`src/common/toolg_pkg.sv`:
```
// Constants shared by the thermal overload output logic
package toolg_pkg;

    // ------------------------------------------------------------
    // Register map (byte addresses)
    // ------------------------------------------------------------
    localparam logic [7:0] ADDR_CTRL = 8'h00;
    localparam logic [7:0] ADDR_ALARM1_LEVEL = 8'h04;
    localparam logic [7:0] ADDR_ALARM2_LEVEL = 8'h08;
    localparam logic [7:0] ADDR_LOCKOUT_LEVEL = 8'h0C;
    localparam logic [7:0] ADDR_TRIP_LEVEL = 8'h10;
    localparam logic [7:0] ADDR_TRIP_DELAY = 8'h14;
    localparam logic [7:0] ADDR_SERVICE_FACTOR = 8'h18;
    localparam logic [7:0] ADDR_AMB_K_MAX = 8'h1C;
    localparam logic [7:0] ADDR_AMB_K_MIN = 8'h20;
    localparam logic [7:0] ADDR_STATUS = 8'h24;
    localparam logic [7:0] ADDR_USED_FACTORS = 8'h28;

    // ------------------------------------------------------------
    // Control register fields
    // ------------------------------------------------------------
    localparam int CTRL_EN_LSB = 0;
    localparam int CTRL_MODE_LSB = 4;

    // ------------------------------------------------------------
    // Widths and reset values (levels in 0.1 %, factors in 0.01)
    // ------------------------------------------------------------
    localparam int LEVEL_W = 11;
    localparam int DELAY_W = 20;
    localparam int FACTOR_W = 10;
    localparam int CURRENT_W = 16;
    localparam logic [10:0] ALARM1_LEVEL_RST = 11'h190;
    localparam logic [10:0] ALARM2_LEVEL_RST = 11'h190;
    localparam logic [10:0] LOCKOUT_LEVEL_RST = 11'h320;
    localparam logic [10:0] TRIP_LEVEL_RST = 11'h3E8;
    localparam logic [19:0] TRIP_DELAY_RST = 20'h00000;
    localparam logic [3:0] ENABLES_RST = 4'h0;
    localparam logic [9:0] FACTOR_UNITY = 10'h064;
    localparam logic [9:0] FACTOR_MAX = 10'h1F4;
    localparam logic [9:0] FACTOR_ZERO = 10'h000;

    // ------------------------------------------------------------
    // Load classification limits (current in 0.01 x nominal)
    // ------------------------------------------------------------
    localparam logic [15:0] LIGHT_LOAD_LIMIT = 16'h0001;
    localparam logic [15:0] HIGH_OVERLOAD_LIMIT = 16'h00C8;

    // ------------------------------------------------------------
    // Timing
    // ------------------------------------------------------------
    localparam int DELAY_STEP_US = 5000;
    localparam int CLK_MHZ = 250;
    localparam int DELAY_STEP_CYCLES = DELAY_STEP_US * CLK_MHZ;

    // ------------------------------------------------------------
    // Operating modes
    // ------------------------------------------------------------
    localparam logic [2:0] MODE_ON = 3'h0;
    localparam logic [2:0] MODE_BLOCKED = 3'h1;
    localparam logic [2:0] MODE_TEST = 3'h2;
    localparam logic [2:0] MODE_TEST_BLOCKED = 3'h3;
    localparam logic [2:0] MODE_OFF = 3'h4;

    // ------------------------------------------------------------
    // Output condition and load status codes
    // ------------------------------------------------------------
    localparam logic [2:0] COND_NORMAL = 3'h0;
    localparam logic [2:0] COND_ALARM1 = 3'h1;
    localparam logic [2:0] COND_ALARM2 = 3'h2;
    localparam logic [2:0] COND_LOCKOUT = 3'h3;
    localparam logic [2:0] COND_TRIP = 3'h4;
    localparam logic [2:0] COND_BLOCKED = 3'h5;
    localparam logic [1:0] LOAD_LIGHT = 2'h0;
    localparam logic [1:0] LOAD_NORMAL = 2'h1;
    localparam logic [1:0] LOAD_OVERLOADING = 2'h2;
    localparam logic [1:0] LOAD_HIGH = 2'h3;

    typedef enum logic [3:0] {
        TOLG_IDLE = 4'b0001,
        TOLG_TIMING = 4'b0010,
        TOLG_TRIPPED = 4'b0100,
        TOLG_BLOCKED = 4'b1000
    } tolg_phase_t;

endpackage : toolg_pkg

```
`src/verilog/tolg_output_logic.sv`:
```
// Threshold, blocking and status logic of the thermal overload stage
`timescale 1ns/1ps

module tolg_output_logic #(
    parameter int STEP_CYCLES = toolg_pkg::DELAY_STEP_CYCLES
) (
    input wire logic sys_clk,
    input wire logic reset_n,
    input wire logic [7:0] regAddr,
    input wire logic [31:0] regWdata,
    input wire logic regWrite,
    input wire logic regRead,
    output logic [31:0] regRdata,
    input wire logic cycleTick,
    input wire logic [toolg_pkg::LEVEL_W-1:0] thermalCapacity,
    input wire logic [toolg_pkg::CURRENT_W-1:0] measCurrent,
    input wire logic [toolg_pkg::CURRENT_W-1:0] pickupCurrent,
    input wire logic blockIn,
    output logic alarm1Out,
    output logic alarm2Out,
    output logic lockoutOut,
    output logic tripOut,
    output logic startInd,
    output logic blockedInd,
    output logic [2:0] condition,
    output logic [1:0] loadStatus,
    output logic serviceFactorAlarm,
    output logic ambientAlarm,
    output logic [toolg_pkg::FACTOR_W-1:0] usedServiceFactor,
    output logic [toolg_pkg::FACTOR_W-1:0] usedAmbientK
);

    localparam int PRE_W = $clog2(STEP_CYCLES + 1);
    localparam logic [PRE_W-1:0] PRE_LAST = PRE_W'(STEP_CYCLES - 1);

    typedef struct packed {
        logic [3:0] enables;
        logic [2:0] mode;
        logic [toolg_pkg::LEVEL_W-1:0] alarm1Level;
        logic [toolg_pkg::LEVEL_W-1:0] alarm2Level;
        logic [toolg_pkg::LEVEL_W-1:0] lockoutLevel;
        logic [toolg_pkg::LEVEL_W-1:0] tripLevel;
        logic [toolg_pkg::DELAY_W-1:0] tripDelay;
        logic [toolg_pkg::FACTOR_W-1:0] serviceFactor;
        logic [toolg_pkg::FACTOR_W-1:0] ambKMax;
        logic [toolg_pkg::FACTOR_W-1:0] ambKMin;
        logic blockSync1;
        logic blockSync2;
        logic blockSample;
        toolg_pkg::tolg_phase_t phase;
        logic [PRE_W-1:0] prescale;
        logic [toolg_pkg::DELAY_W-1:0] delayCount;
        logic alarm1Out;
        logic alarm2Out;
        logic lockoutOut;
        logic tripOut;
        logic startInd;
        logic blockedInd;
        logic [2:0] condition;
        logic [1:0] loadStatus;
        logic serviceFactorAlarm;
        logic ambientAlarm;
        logic [toolg_pkg::FACTOR_W-1:0] usedServiceFactor;
        logic [toolg_pkg::FACTOR_W-1:0] usedAmbientK;
        logic [31:0] regRdata;
    } tolg_state_t;

    tolg_state_t state;
    tolg_state_t next_state;

    // ------------------------------------------------------------
    // Helpers
    // ------------------------------------------------------------
    function automatic logic factorBad(
        input logic [toolg_pkg::FACTOR_W-1:0] f
    );
        return (f == toolg_pkg::FACTOR_ZERO) || (f > toolg_pkg::FACTOR_MAX);
    endfunction : factorBad

    function automatic logic reaches(
        input logic en,
        input logic [toolg_pkg::LEVEL_W-1:0] cap,
        input logic [toolg_pkg::LEVEL_W-1:0] level
    );
        return en && (cap >= level);
    endfunction : reaches

    // ------------------------------------------------------------
    // Next state
    // ------------------------------------------------------------
    logic modeOff;
    logic modeBlocked;
    logic modeTest;
    logic blockNow;
    logic pick1;
    logic pick2;
    logic pickLock;
    logic pickTrip;
    logic anyPick;
    logic delayDone;
    logic tripSignal;
    logic sfBad;
    logic ambBad;
    logic [31:0] readData;

    always_comb begin
        next_state = state;
        modeOff = (state.mode != toolg_pkg::MODE_ON)
            && (state.mode != toolg_pkg::MODE_BLOCKED)
            && (state.mode != toolg_pkg::MODE_TEST)
            && (state.mode != toolg_pkg::MODE_TEST_BLOCKED);
        modeBlocked = (state.mode == toolg_pkg::MODE_BLOCKED)
            || (state.mode == toolg_pkg::MODE_TEST_BLOCKED);
        modeTest = (state.mode == toolg_pkg::MODE_TEST)
            || (state.mode == toolg_pkg::MODE_TEST_BLOCKED);

        // Blocking input synchroniser and per-cycle sample
        next_state.blockSync1 = blockIn;
        next_state.blockSync2 = state.blockSync1;
        blockNow = cycleTick ? (state.blockSync2 || modeBlocked)
            : state.blockSample;
        next_state.blockSample = blockNow;

        // Live settings feed the comparators directly
        pick1 = reaches(state.enables[0], thermalCapacity,
            state.alarm1Level);
        pick2 = reaches(state.enables[1], thermalCapacity,
            state.alarm2Level);
        pickLock = reaches(state.enables[2], thermalCapacity,
            state.lockoutLevel);
        pickTrip = reaches(state.enables[3], thermalCapacity,
            state.tripLevel);
        anyPick = pick1 || pick2 || pickLock || pickTrip;
        delayDone = (state.delayCount >= state.tripDelay);

        // Extra trip delay counted in 5 ms steps
        if (state.phase == toolg_pkg::TOLG_TIMING) begin
            if (state.prescale == PRE_LAST) begin
                next_state.prescale = '0;
                if (!delayDone) begin
                    next_state.delayCount = state.delayCount + 1'b1;
                end
            end else begin
                next_state.prescale = state.prescale + 1'b1;
            end
        end else begin
            next_state.prescale = '0;
            next_state.delayCount = '0;
        end

        if (cycleTick) begin
            unique case (state.phase)
                toolg_pkg::TOLG_IDLE: begin
                    if (pickTrip && blockNow) begin
                        next_state.phase = toolg_pkg::TOLG_BLOCKED;
                    end else if (pickTrip && (state.tripDelay == '0)) begin
                        next_state.phase = toolg_pkg::TOLG_TRIPPED;
                    end else if (pickTrip) begin
                        next_state.phase = toolg_pkg::TOLG_TIMING;
                    end
                end
                toolg_pkg::TOLG_TIMING: begin
                    if (!pickTrip) begin
                        next_state.phase = toolg_pkg::TOLG_IDLE;
                    end else if (blockNow) begin
                        next_state.phase = toolg_pkg::TOLG_BLOCKED;
                    end else if (delayDone) begin
                        next_state.phase = toolg_pkg::TOLG_TRIPPED;
                    end
                end
                toolg_pkg::TOLG_TRIPPED: begin
                    if (!pickTrip) begin
                        next_state.phase = toolg_pkg::TOLG_IDLE;
                    end else if (blockNow) begin
                        next_state.phase = toolg_pkg::TOLG_BLOCKED;
                    end
                end
                toolg_pkg::TOLG_BLOCKED: begin
                    if (!pickTrip || !blockNow) begin
                        next_state.phase = toolg_pkg::TOLG_IDLE;
                    end
                end
                default: begin
                    next_state.phase = toolg_pkg::TOLG_IDLE;
                end
            endcase
            if (modeOff) begin
                next_state.phase = toolg_pkg::TOLG_IDLE;
            end
        end

        tripSignal = (next_state.phase == toolg_pkg::TOLG_TRIPPED);
        next_state.startInd = (next_state.phase == toolg_pkg::TOLG_TIMING)
            || tripSignal;
        next_state.blockedInd = !modeOff && anyPick && blockNow;

        // Output signals, suppressed while blocked, off or in test
        if (cycleTick) begin
            next_state.alarm1Out = pick1 && !blockNow && !modeOff
                && !modeTest;
            next_state.alarm2Out = pick2 && !blockNow && !modeOff
                && !modeTest;
            next_state.lockoutOut = pickLock && !blockNow && !modeOff
                && !modeTest;
            next_state.tripOut = tripSignal && !modeTest;

            // Output condition, highest ranking first
            if (modeOff) begin
                next_state.condition = toolg_pkg::COND_NORMAL;
            end else if (next_state.blockedInd) begin
                next_state.condition = toolg_pkg::COND_BLOCKED;
            end else if (tripSignal) begin
                next_state.condition = toolg_pkg::COND_TRIP;
            end else if (pickLock) begin
                next_state.condition = toolg_pkg::COND_LOCKOUT;
            end else if (pick2) begin
                next_state.condition = toolg_pkg::COND_ALARM2;
            end else if (pick1) begin
                next_state.condition = toolg_pkg::COND_ALARM1;
            end else begin
                next_state.condition = toolg_pkg::COND_NORMAL;
            end
        end

        // Load status
        if (measCurrent < toolg_pkg::LIGHT_LOAD_LIMIT) begin
            next_state.loadStatus = toolg_pkg::LOAD_LIGHT;
        end else if (measCurrent > toolg_pkg::HIGH_OVERLOAD_LIMIT) begin
            next_state.loadStatus = toolg_pkg::LOAD_HIGH;
        end else if (measCurrent > pickupCurrent) begin
            next_state.loadStatus = toolg_pkg::LOAD_OVERLOADING;
        end else begin
            next_state.loadStatus = toolg_pkg::LOAD_NORMAL;
        end

        // Setting faults and substituted factors
        sfBad = factorBad(state.serviceFactor);
        ambBad = factorBad(state.ambKMax) || factorBad(state.ambKMin);
        next_state.serviceFactorAlarm = sfBad;
        next_state.ambientAlarm = ambBad;
        next_state.usedServiceFactor = sfBad ? toolg_pkg::FACTOR_UNITY
            : state.serviceFactor;
        next_state.usedAmbientK = ambBad ? toolg_pkg::FACTOR_UNITY
            : toolg_pkg::FACTOR_ZERO;

        // --------------------------------------------------------
        // Register writes
        // --------------------------------------------------------
        if (regWrite) begin
            unique case (regAddr)
                toolg_pkg::ADDR_CTRL: begin
                    next_state.enables = regWdata[toolg_pkg::CTRL_EN_LSB +: 4];
                    next_state.mode = regWdata[toolg_pkg::CTRL_MODE_LSB +: 3];
                end
                toolg_pkg::ADDR_ALARM1_LEVEL: begin
                    next_state.alarm1Level = regWdata[toolg_pkg::LEVEL_W-1:0];
                end
                toolg_pkg::ADDR_ALARM2_LEVEL: begin
                    next_state.alarm2Level = regWdata[toolg_pkg::LEVEL_W-1:0];
                end
                toolg_pkg::ADDR_LOCKOUT_LEVEL: begin
                    next_state.lockoutLevel = regWdata[toolg_pkg::LEVEL_W-1:0];
                end
                toolg_pkg::ADDR_TRIP_LEVEL: begin
                    next_state.tripLevel = regWdata[toolg_pkg::LEVEL_W-1:0];
                end
                toolg_pkg::ADDR_TRIP_DELAY: begin
                    next_state.tripDelay = regWdata[toolg_pkg::DELAY_W-1:0];
                end
                toolg_pkg::ADDR_SERVICE_FACTOR: begin
                    next_state.serviceFactor =
                        regWdata[toolg_pkg::FACTOR_W-1:0];
                end
                toolg_pkg::ADDR_AMB_K_MAX: begin
                    next_state.ambKMax = regWdata[toolg_pkg::FACTOR_W-1:0];
                end
                toolg_pkg::ADDR_AMB_K_MIN: begin
                    next_state.ambKMin = regWdata[toolg_pkg::FACTOR_W-1:0];
                end
                default: begin
                end
            endcase
        end

        // --------------------------------------------------------
        // Register reads, data valid the following cycle only
        // --------------------------------------------------------
        readData = '0;
        unique case (regAddr)
            toolg_pkg::ADDR_CTRL: begin
                readData[toolg_pkg::CTRL_EN_LSB +: 4] = state.enables;
                readData[toolg_pkg::CTRL_MODE_LSB +: 3] = state.mode;
            end
            toolg_pkg::ADDR_ALARM1_LEVEL: begin
                readData[toolg_pkg::LEVEL_W-1:0] = state.alarm1Level;
            end
            toolg_pkg::ADDR_ALARM2_LEVEL: begin
                readData[toolg_pkg::LEVEL_W-1:0] = state.alarm2Level;
            end
            toolg_pkg::ADDR_LOCKOUT_LEVEL: begin
                readData[toolg_pkg::LEVEL_W-1:0] = state.lockoutLevel;
            end
            toolg_pkg::ADDR_TRIP_LEVEL: begin
                readData[toolg_pkg::LEVEL_W-1:0] = state.tripLevel;
            end
            toolg_pkg::ADDR_TRIP_DELAY: begin
                readData[toolg_pkg::DELAY_W-1:0] = state.tripDelay;
            end
            toolg_pkg::ADDR_SERVICE_FACTOR: begin
                readData[toolg_pkg::FACTOR_W-1:0] = state.serviceFactor;
            end
            toolg_pkg::ADDR_AMB_K_MAX: begin
                readData[toolg_pkg::FACTOR_W-1:0] = state.ambKMax;
            end
            toolg_pkg::ADDR_AMB_K_MIN: begin
                readData[toolg_pkg::FACTOR_W-1:0] = state.ambKMin;
            end
            toolg_pkg::ADDR_STATUS: begin
                readData[13:0] = {state.ambientAlarm,
                    state.serviceFactorAlarm, state.loadStatus,
                    state.condition, state.blockedInd, state.startInd,
                    state.phase[2], state.tripOut, state.lockoutOut,
                    state.alarm2Out, state.alarm1Out};
            end
            toolg_pkg::ADDR_USED_FACTORS: begin
                readData[2*toolg_pkg::FACTOR_W-1:0] =
                    {state.usedAmbientK, state.usedServiceFactor};
            end
            default: begin
            end
        endcase
        next_state.regRdata = regRead ? readData : '0;
    end

    // ------------------------------------------------------------
    // State register
    // ------------------------------------------------------------
    always_ff @(posedge sys_clk or negedge reset_n) begin
        if (!reset_n) begin
            state <= '0;
            state.enables <= toolg_pkg::ENABLES_RST;
            state.mode <= toolg_pkg::MODE_ON;
            state.alarm1Level <= toolg_pkg::ALARM1_LEVEL_RST;
            state.alarm2Level <= toolg_pkg::ALARM2_LEVEL_RST;
            state.lockoutLevel <= toolg_pkg::LOCKOUT_LEVEL_RST;
            state.tripLevel <= toolg_pkg::TRIP_LEVEL_RST;
            state.tripDelay <= toolg_pkg::TRIP_DELAY_RST;
            state.serviceFactor <= toolg_pkg::FACTOR_UNITY;
            state.ambKMax <= toolg_pkg::FACTOR_UNITY;
            state.ambKMin <= toolg_pkg::FACTOR_UNITY;
            state.phase <= toolg_pkg::TOLG_IDLE;
            state.loadStatus <= toolg_pkg::LOAD_LIGHT;
            state.usedServiceFactor <= toolg_pkg::FACTOR_UNITY;
            state.usedAmbientK <= toolg_pkg::FACTOR_ZERO;
        end else begin
            state <= next_state;
        end
    end

    assign regRdata = state.regRdata;
    assign alarm1Out = state.alarm1Out;
    assign alarm2Out = state.alarm2Out;
    assign lockoutOut = state.lockoutOut;
    assign tripOut = state.tripOut;
    assign startInd = state.startInd;
    assign blockedInd = state.blockedInd;
    assign condition = state.condition;
    assign loadStatus = state.loadStatus;
    assign serviceFactorAlarm = state.serviceFactorAlarm;
    assign ambientAlarm = state.ambientAlarm;
    assign usedServiceFactor = state.usedServiceFactor;
    assign usedAmbientK = state.usedAmbientK;

endmodule : tolg_output_logic

```
`config.mk`:
```
export PLATFORM = sky130hd
export DESIGN_NAME = tolg_output_logic
export DESIGN_NICKNAME = d
export VERILOG_FILES = /design/src/common/toolg_pkg.sv /design/src/verilog/tolg_output_logic.sv
export SDC_FILE = /design/constraint.sdc
export NUM_CORES = 1
export LEC_CHECK = 0
export BUFFER_PORTS_ARGS = -buffer_cell sky130_fd_sc_hd__buf_2
export CAP_MARGIN = 20
export CORE_MARGIN = 10
export CORE_UTILIZATION = 55
export DETAILED_ROUTE_END_ITERATION = 8
export PLACE_DENSITY = 0.77
export SYNTH_ARGS = -nofsm -noshare
export SYNTH_HDL_FRONTEND = slang
export SYNTH_SLANG_ARGS = --single-unit
```
`constraint.sdc`:
```
create_clock -name sys_clk -period 5.4 [get_ports sys_clk]
set_input_delay 0.81 -clock sys_clk [delete_from_list [all_inputs] [get_ports sys_clk]]
set_output_delay 0.81 -clock sys_clk [all_outputs]
set_load 0.01 [all_outputs]
```
**Word level (Yosys, flattened, before mapping)**

Cells that the tools add are included.

- Register bits after elaboration: 199
- Input port bits: 89
- Output and inout bits: 65
- Logic and storage cells: 154

- $add $sub $neg: 2
- Magnitude comparators: 11
- Eq/ne operators: 25
- Mux-type cells: 34
- Reductions and logical operators: 53

Operators by type and width:

| kind | number |
|---|---|
| $pmux W7 S11 | 1 |
| $mux W20 | 3 |
| $ge A11 B11 Y1 | 4 |
| $mux W4 | 11 |
| $mux W41 | 1 |
| $eq A8 B5 Y1 const B | 4 |
| $gt A10 B9 Y1 const B | 3 |
| $logic_not A10 Y1 | 3 |
| $pmux W3 S10 | 1 |
| $eq A8 B6 Y1 const B | 3 |
| $add A21 B1 Y21 const B | 1 |
| $eq A21 B21 Y1 const B | 1 |
| $logic_and A1 B1 Y1 | 21 |
| $mux W21 | 1 |
| $add A20 B1 Y20 const B | 1 |
| $ge A20 B20 Y1 | 1 |
| $logic_not A20 Y1 | 1 |
| $reduce_and A2 Y1 | 10 |
| $eq A8 B4 Y1 const B | 2 |
| $gt A16 B16 Y1 | 1 |
| $gt A16 B8 Y1 const B | 1 |
| $lt A16 B1 Y1 const B | 1 |
| $pmux W4 S4 | 1 |
| $logic_or A1 B1 Y1 | 12 |
| 22 further kinds | 36 |

**Longest topological paths before layout**

- Depth after elaboration: 14
- Mapped depth: 11
- Mapped depth without buffers: 10

**Worst setup path before layout**

OpenSTA, ideal clock, no wires.

- Kind: input port to flip-flop
- Start point: in thermalCapacity[1] in the netlist's numbering
- End point: reg state, in the netlist condition[0]
- Setup time: 0.124 ns
- Data arrival time: 2.693 ns
- Required time: 5.276 ns
- Slack: 2.584 ns
- Cell stages on the path: 9
- Path buffers: 0
- Cell sequence: ha_1 nor2b_1 o31ai_1 a21oi_1 o311ai_0 nand2_1 o31ai_1 o32ai_1 a211o_1

- Cells in the longest elaborated chain, start to end: 12
- Elaborated cells between the ends (all ways): 33
- Those cells by class: 4 x order compare; 1 x eq/ne; 15 x mux; 13 x reduce/logical

RTL lines:

| what | RTL line | source |
|---|---|---|
| start, declared | tolg_output_logic.sv:15 | `input wire logic [toolg_pkg::LEVEL_W-1:0] thermalCapacity,` |
| $ge A11 B11 Y1 | tolg_output_logic.sv:85 | `return en && (cap >= level);` |
| $logic_and A1 B1 Y1 | tolg_output_logic.sv:85 |  |
| $mux W4, or another cell as far along | tolg_output_logic.sv:158 | `end else if (pickTrip) begin` |
| $mux W4 or $logic_or A1 B1 Y1 (tied branches) | tolg_output_logic.sv:156, tolg_output_logic.sv:179 |  |
| $mux W4 (on tied branches) | tolg_output_logic.sv:154, tolg_output_logic.sv:179 |  |
| $pmux W4 S4 | tolg_output_logic.sv:152 | `unique case (state.phase)` |
| $mux W4 | tolg_output_logic.sv:187 | `if (modeOff) begin` |
| $mux W4 | tolg_output_logic.sv:151 | `if (cycleTick) begin` |
| $eq A4 B3 Y1 | tolg_output_logic.sv:192 | `tripSignal = (next_state.phase == toolg_pkg::TOLG_TRIPPED);` |
| $mux W3 | tolg_output_logic.sv:212 | `end else if (tripSignal) begin` |
| $mux W3 * | tolg_output_logic.sv:210 | `end else if (next_state.blockedInd) begin` |
| $mux W3 * | tolg_output_logic.sv:208 | `if (modeOff) begin` |
| end signal, assigned | tolg_output_logic.sv:356 | `state <= next_state;` |
| end, declared | tolg_output_logic.sv:68 | `tolg_state_t state;` |

Mark *: on every way between the ends. The rest lies on a longest branch, timed or not.
A chain may end at the register's enable or synchronous reset.

**Worst setup path after layout**

- Start point: reg state[154] in the netlist's numbering
- End point: reg state[83] in the netlist's numbering

- Cells in the longest elaborated chain, start to end: 3

RTL lines:

| what | RTL line | source |
|---|---|---|
| $ge A20 B20 Y1 | tolg_output_logic.sv:134 | `delayDone = (state.delayCount >= state.tripDelay);` |
| $ne A2 B2 Y1 (no line) | n/a |  |
| $reduce_and A2 Y1 (no line) | n/a |  |

No other way between the ends.

==> results.md <==
* Wirelength per Cell at 20.7 um
* Main combinational cell family by area after synthesis: simple AND/OR/NAND/NOR gates
* Seq/Total Area, Yosys at 0.437
* Post-synthesis adder-cell area fraction at 0.0927
* Vias per std cell at 6.06
* Prevailing post-synth register cell: dfrtp_1
* Largest net degree at the start of global routing at 101
* Finish-stage setup viols at 0
* Initial antenna violation count at 0
* H-Tree Depth at 4
* CTS tree: yes
* Critical path, cell by cell: inv_1 -> ha_1 -> a21oi_1 -> a211oi_1 -> a2111o_1 -> o31ai_4 -> nand3_2 -> or4_1 -> a21oi_1
* Critical-path maximum fanout at 12
* Maximum clock frequency at 0.310 GHz
* Vias in the first global route at 8,523
* Setup Fix Bufs, Post-CTS at 0
* Worst Path Required at 5.74 ns
* Setup TNS at 0 ns
* Int Pwr at 2420 uW
* Number of synthesized flops with an enable pin at 0
* Placed cell count at 1,399
* First-pass DRT Iterations at 7
* Antenna diodes at 0
* Mux cell area share after synthesis at 0.103
* R2R cell count at 9
* First-pass GRT wire length at 46,700 um
* Synthesized area at 0.0111 mm^2
* Hold EP: state[111]$_DFF_PN0_
* Slowest-stage cell, CP: or4_1
* Slowest stage delay, CP at 0.58 ns
* RSZ-0062 raised after global routing: no
* Actual slew at the worst max-slew pin at 0.999 ns
* Clock sink total at 192
* Drt drc at 0
* Core area at 0.0197 mm^2
* Comb pwr share at 0.117
* Final Cycle Share at 0.598
* Synth Area per Inst at 10.3 um^2
* # IOs at 154
* Switching part of the total power at 0.260
* Clock Pin Slew Worst Setup and Hold Paths at 0.07 ns
* Setup CP Type: flip-flop to flip-flop
* FF-to-FF setup slack at 2.17 ns
* Final hold vios at 0
* Seq cells post-synth at 192
* Post-route ant nets at 0
* Hold Crit Class: flip-flop to flip-flop
* Post-Synthesis Cells at 1,076
* DR iter-0 viols at 791
* Rows at 51
* XOR/XNOR Fraction of Synth Area at 0.0261
* Status: finished, final reports clean
* Final instance area at 0.0122 mm^2
* Worst-skew pair later-pin latency at 0.44 ns
* Hold_sp: next_state[111]$_DFF_PN0_
* CP endpoint kind: flip-flop
* Lkg Pwr at 0.00580 uW
* Die extent in x at 162 um
* Commonest cells after routing, fill and taps aside: dfrtp_1 (164), buf_2 (121), mux2_2 (91)
* CTS root buffer: clkbuf_16
* Fin. max-slew vios at 0
* Compound-gate portion of the synthesized area at 0.125
* Arrival time worst endpoint at 3.57 ns
* Initial Util at 0.563
* Area growth from synthesis to layout at 10.2%
* Setup WS pre-CTS at 1.88 ns
* CTS max path bufs at 2
* Number of non-filler instances in the completed layout at 1,432
* Top delay family on crit path: compound AO/OA/AOI/OAI gates
* Number of port buffers at 122
* Grt ovf at 0
* Max-capacitance violation count at 0
* Leading cell type in the layout, fill and taps excluded: dfrtp_1
* Stages on worst setup path at 9
* Startpoint types: flip-flop
* Clk pwr share at 0.404
* Netlist cell types at 71
* Max-slew headroom at 0.332
* Synth Area in Simple Gates at 0.135
* Crit Reg-Reg Startpoint: state[154]$_DFFE_PN0P_
* Fraction of layout cells with a size suffix above 1 at 0.251
* Crit path top cell by count: a21oi_1
* Final HPWL DP at 21,900 um
* Via Count at 8,672
* Flop pwr share at 0.479
* Placed inst area at 0.0116 mm^2
* Peak supply drop at 202 uV
* Ys Warns at 0
* Skew final at 0.00993 ns
* Overall Global Routing Usage at 0.223
* Switching power total at 849 uW
* Placer congestion estimate at 0.936
* Resized cells post-CTS at 0
* Die H at 162 um
* Fin nets at 1,325
* Power density cells at 268 mW/mm^2
* Ys async rst share at 1.00
* Die ar. at 0.0262 mm^2
* WL final at 29,600 um
* Fin util at 0.621
* Cts bufs inserted at 17
* Minimum clock period at 3.23 ns
* CP Buf/Inv Count at 1
* Hold buffers post-CTS at 0
* Hold path depth at 0
* Final WS setup at 2.17 ns
* R2R Path End: state[83]$_DFFE_PN0P_
==> registers in the layout (all words and copies together) (netlist names) <==
register	flops
state	148
regRdata	20
usedServiceFactor	10
condition	3
loadStatus	2
alarm1Out	1
alarm2Out	1
blockedInd	1
lockoutOut	1
next_state	1
serviceFactorAlarm	1
startInd	1
tripOut	1
usedAmbientK	1
==> how the worst max path moves through the flow <==
stage                            from                       end
2_1_floorplan      thermalCapacity[1]  condition[0]$_DFFE_PN0P_
3_3_place_gp       thermalCapacity[1]  condition[0]$_DFFE_PN0P_
3_5_place_dp       thermalCapacity[1]  condition[0]$_DFFE_PN0P_
4_1_cts        state[154]$_DFFE_PN0P_     state[79]$_DFFE_PN0P_
5_1_grt        state[154]$_DFFE_PN0P_     state[79]$_DFFE_PN0P_
6_report       state[154]$_DFFE_PN0P_     state[83]$_DFFE_PN0P_
==> routing by layer <==
layer	share of wire	vias up	wire length [um]	global-route usage
met3	0.071	62	2120	0.0447
met1	0.40	4296	11900	0.280
met4	0.030	0	886	0.0765
met5	0	-	0	0
li1	-	3952	-	-
met2	0.50	362	14700	0.376
==> per-stage QoR <==
| step | total power, uW | hold WS, ns |
|---|---|---|
| after floorplan | 1810 | 0.331 |
| after global placement | 1950 | 0.336 |
| after detailed placement | 1970 | 0.349 |
| after CTS | 3270 | 0.362 |
| after global routing | 3390 | 0.356 |
| final | 3260 | 0.361 |
==> layout make-up <==
type,instances,area (um^2)
multi-input combinational,724,5400
clock buffer,21,460
sequential,192,4840
inverter,89,334
clock inverter,11,153
timing repair buffer,130,677
fill,1628,7450
tap,265,332
==> logic make-up (layout without fill, tap and decap cells) <==
kind of cell | Yosys count | after routing
compound gates | 199 | 199
simple gates | 288 | 288
buf+inv | 179 | 251
other cells | 1 | 20
fa+ha+maj | 82 | 82
mux | 102 | 102
xor+xnor | 33 | 33
flops | 192 | 192
==> power by group through the flow <==
stage	clock (uW)	combinational (uW)	sequential, uW
after floorplan	0	246	1570
after global placement	0	363	1590
after detailed placement	0	377	1590
after CTS	1330	381	1560
after global routing	1390	427	1570
final	1320	382	1560
==> Yosys cell counts (all sizes together) (4+ instances only) <==
library cell | n | area, um^2
buf | 60 | 447
inv | 89 | 334
and3 | 20 | 125
nand2 | 75 | 282
o21ai | 41 | 205
dfstp | 28 | 736
a21o | 10 | 75.1
nor2b | 9 | 56.3
mux2 | 91 | 1020
or3 | 4 | 25.0
xor2 | 23 | 201
nor3 | 14 | 70.1
a31oi | 15 | 93.8
nand3 | 29 | 155
o31ai | 11 | 96.3
and2 | 9 | 56.3
nand4 | 23 | 159
a221oi | 18 | 158
nor4 | 14 | 93.8
clkbuf | 30 | 113
mux2i | 11 | 110
nand2b | 5 | 31.3
a22o | 5 | 43.8
a222oi | 7 | 70.1
a211o | 5 | 43.8
a21boi | 8 | 60.1
o21a | 5 | 37.5
or4 | 9 | 67.6
dfrtp | 164 | 4100
ha | 82 | 1030
a22oi | 10 | 75.1
xnor2 | 10 | 87.6
nor2 | 64 | 240
a21oi | 35 | 175
(Power assumes the default switching activity.)
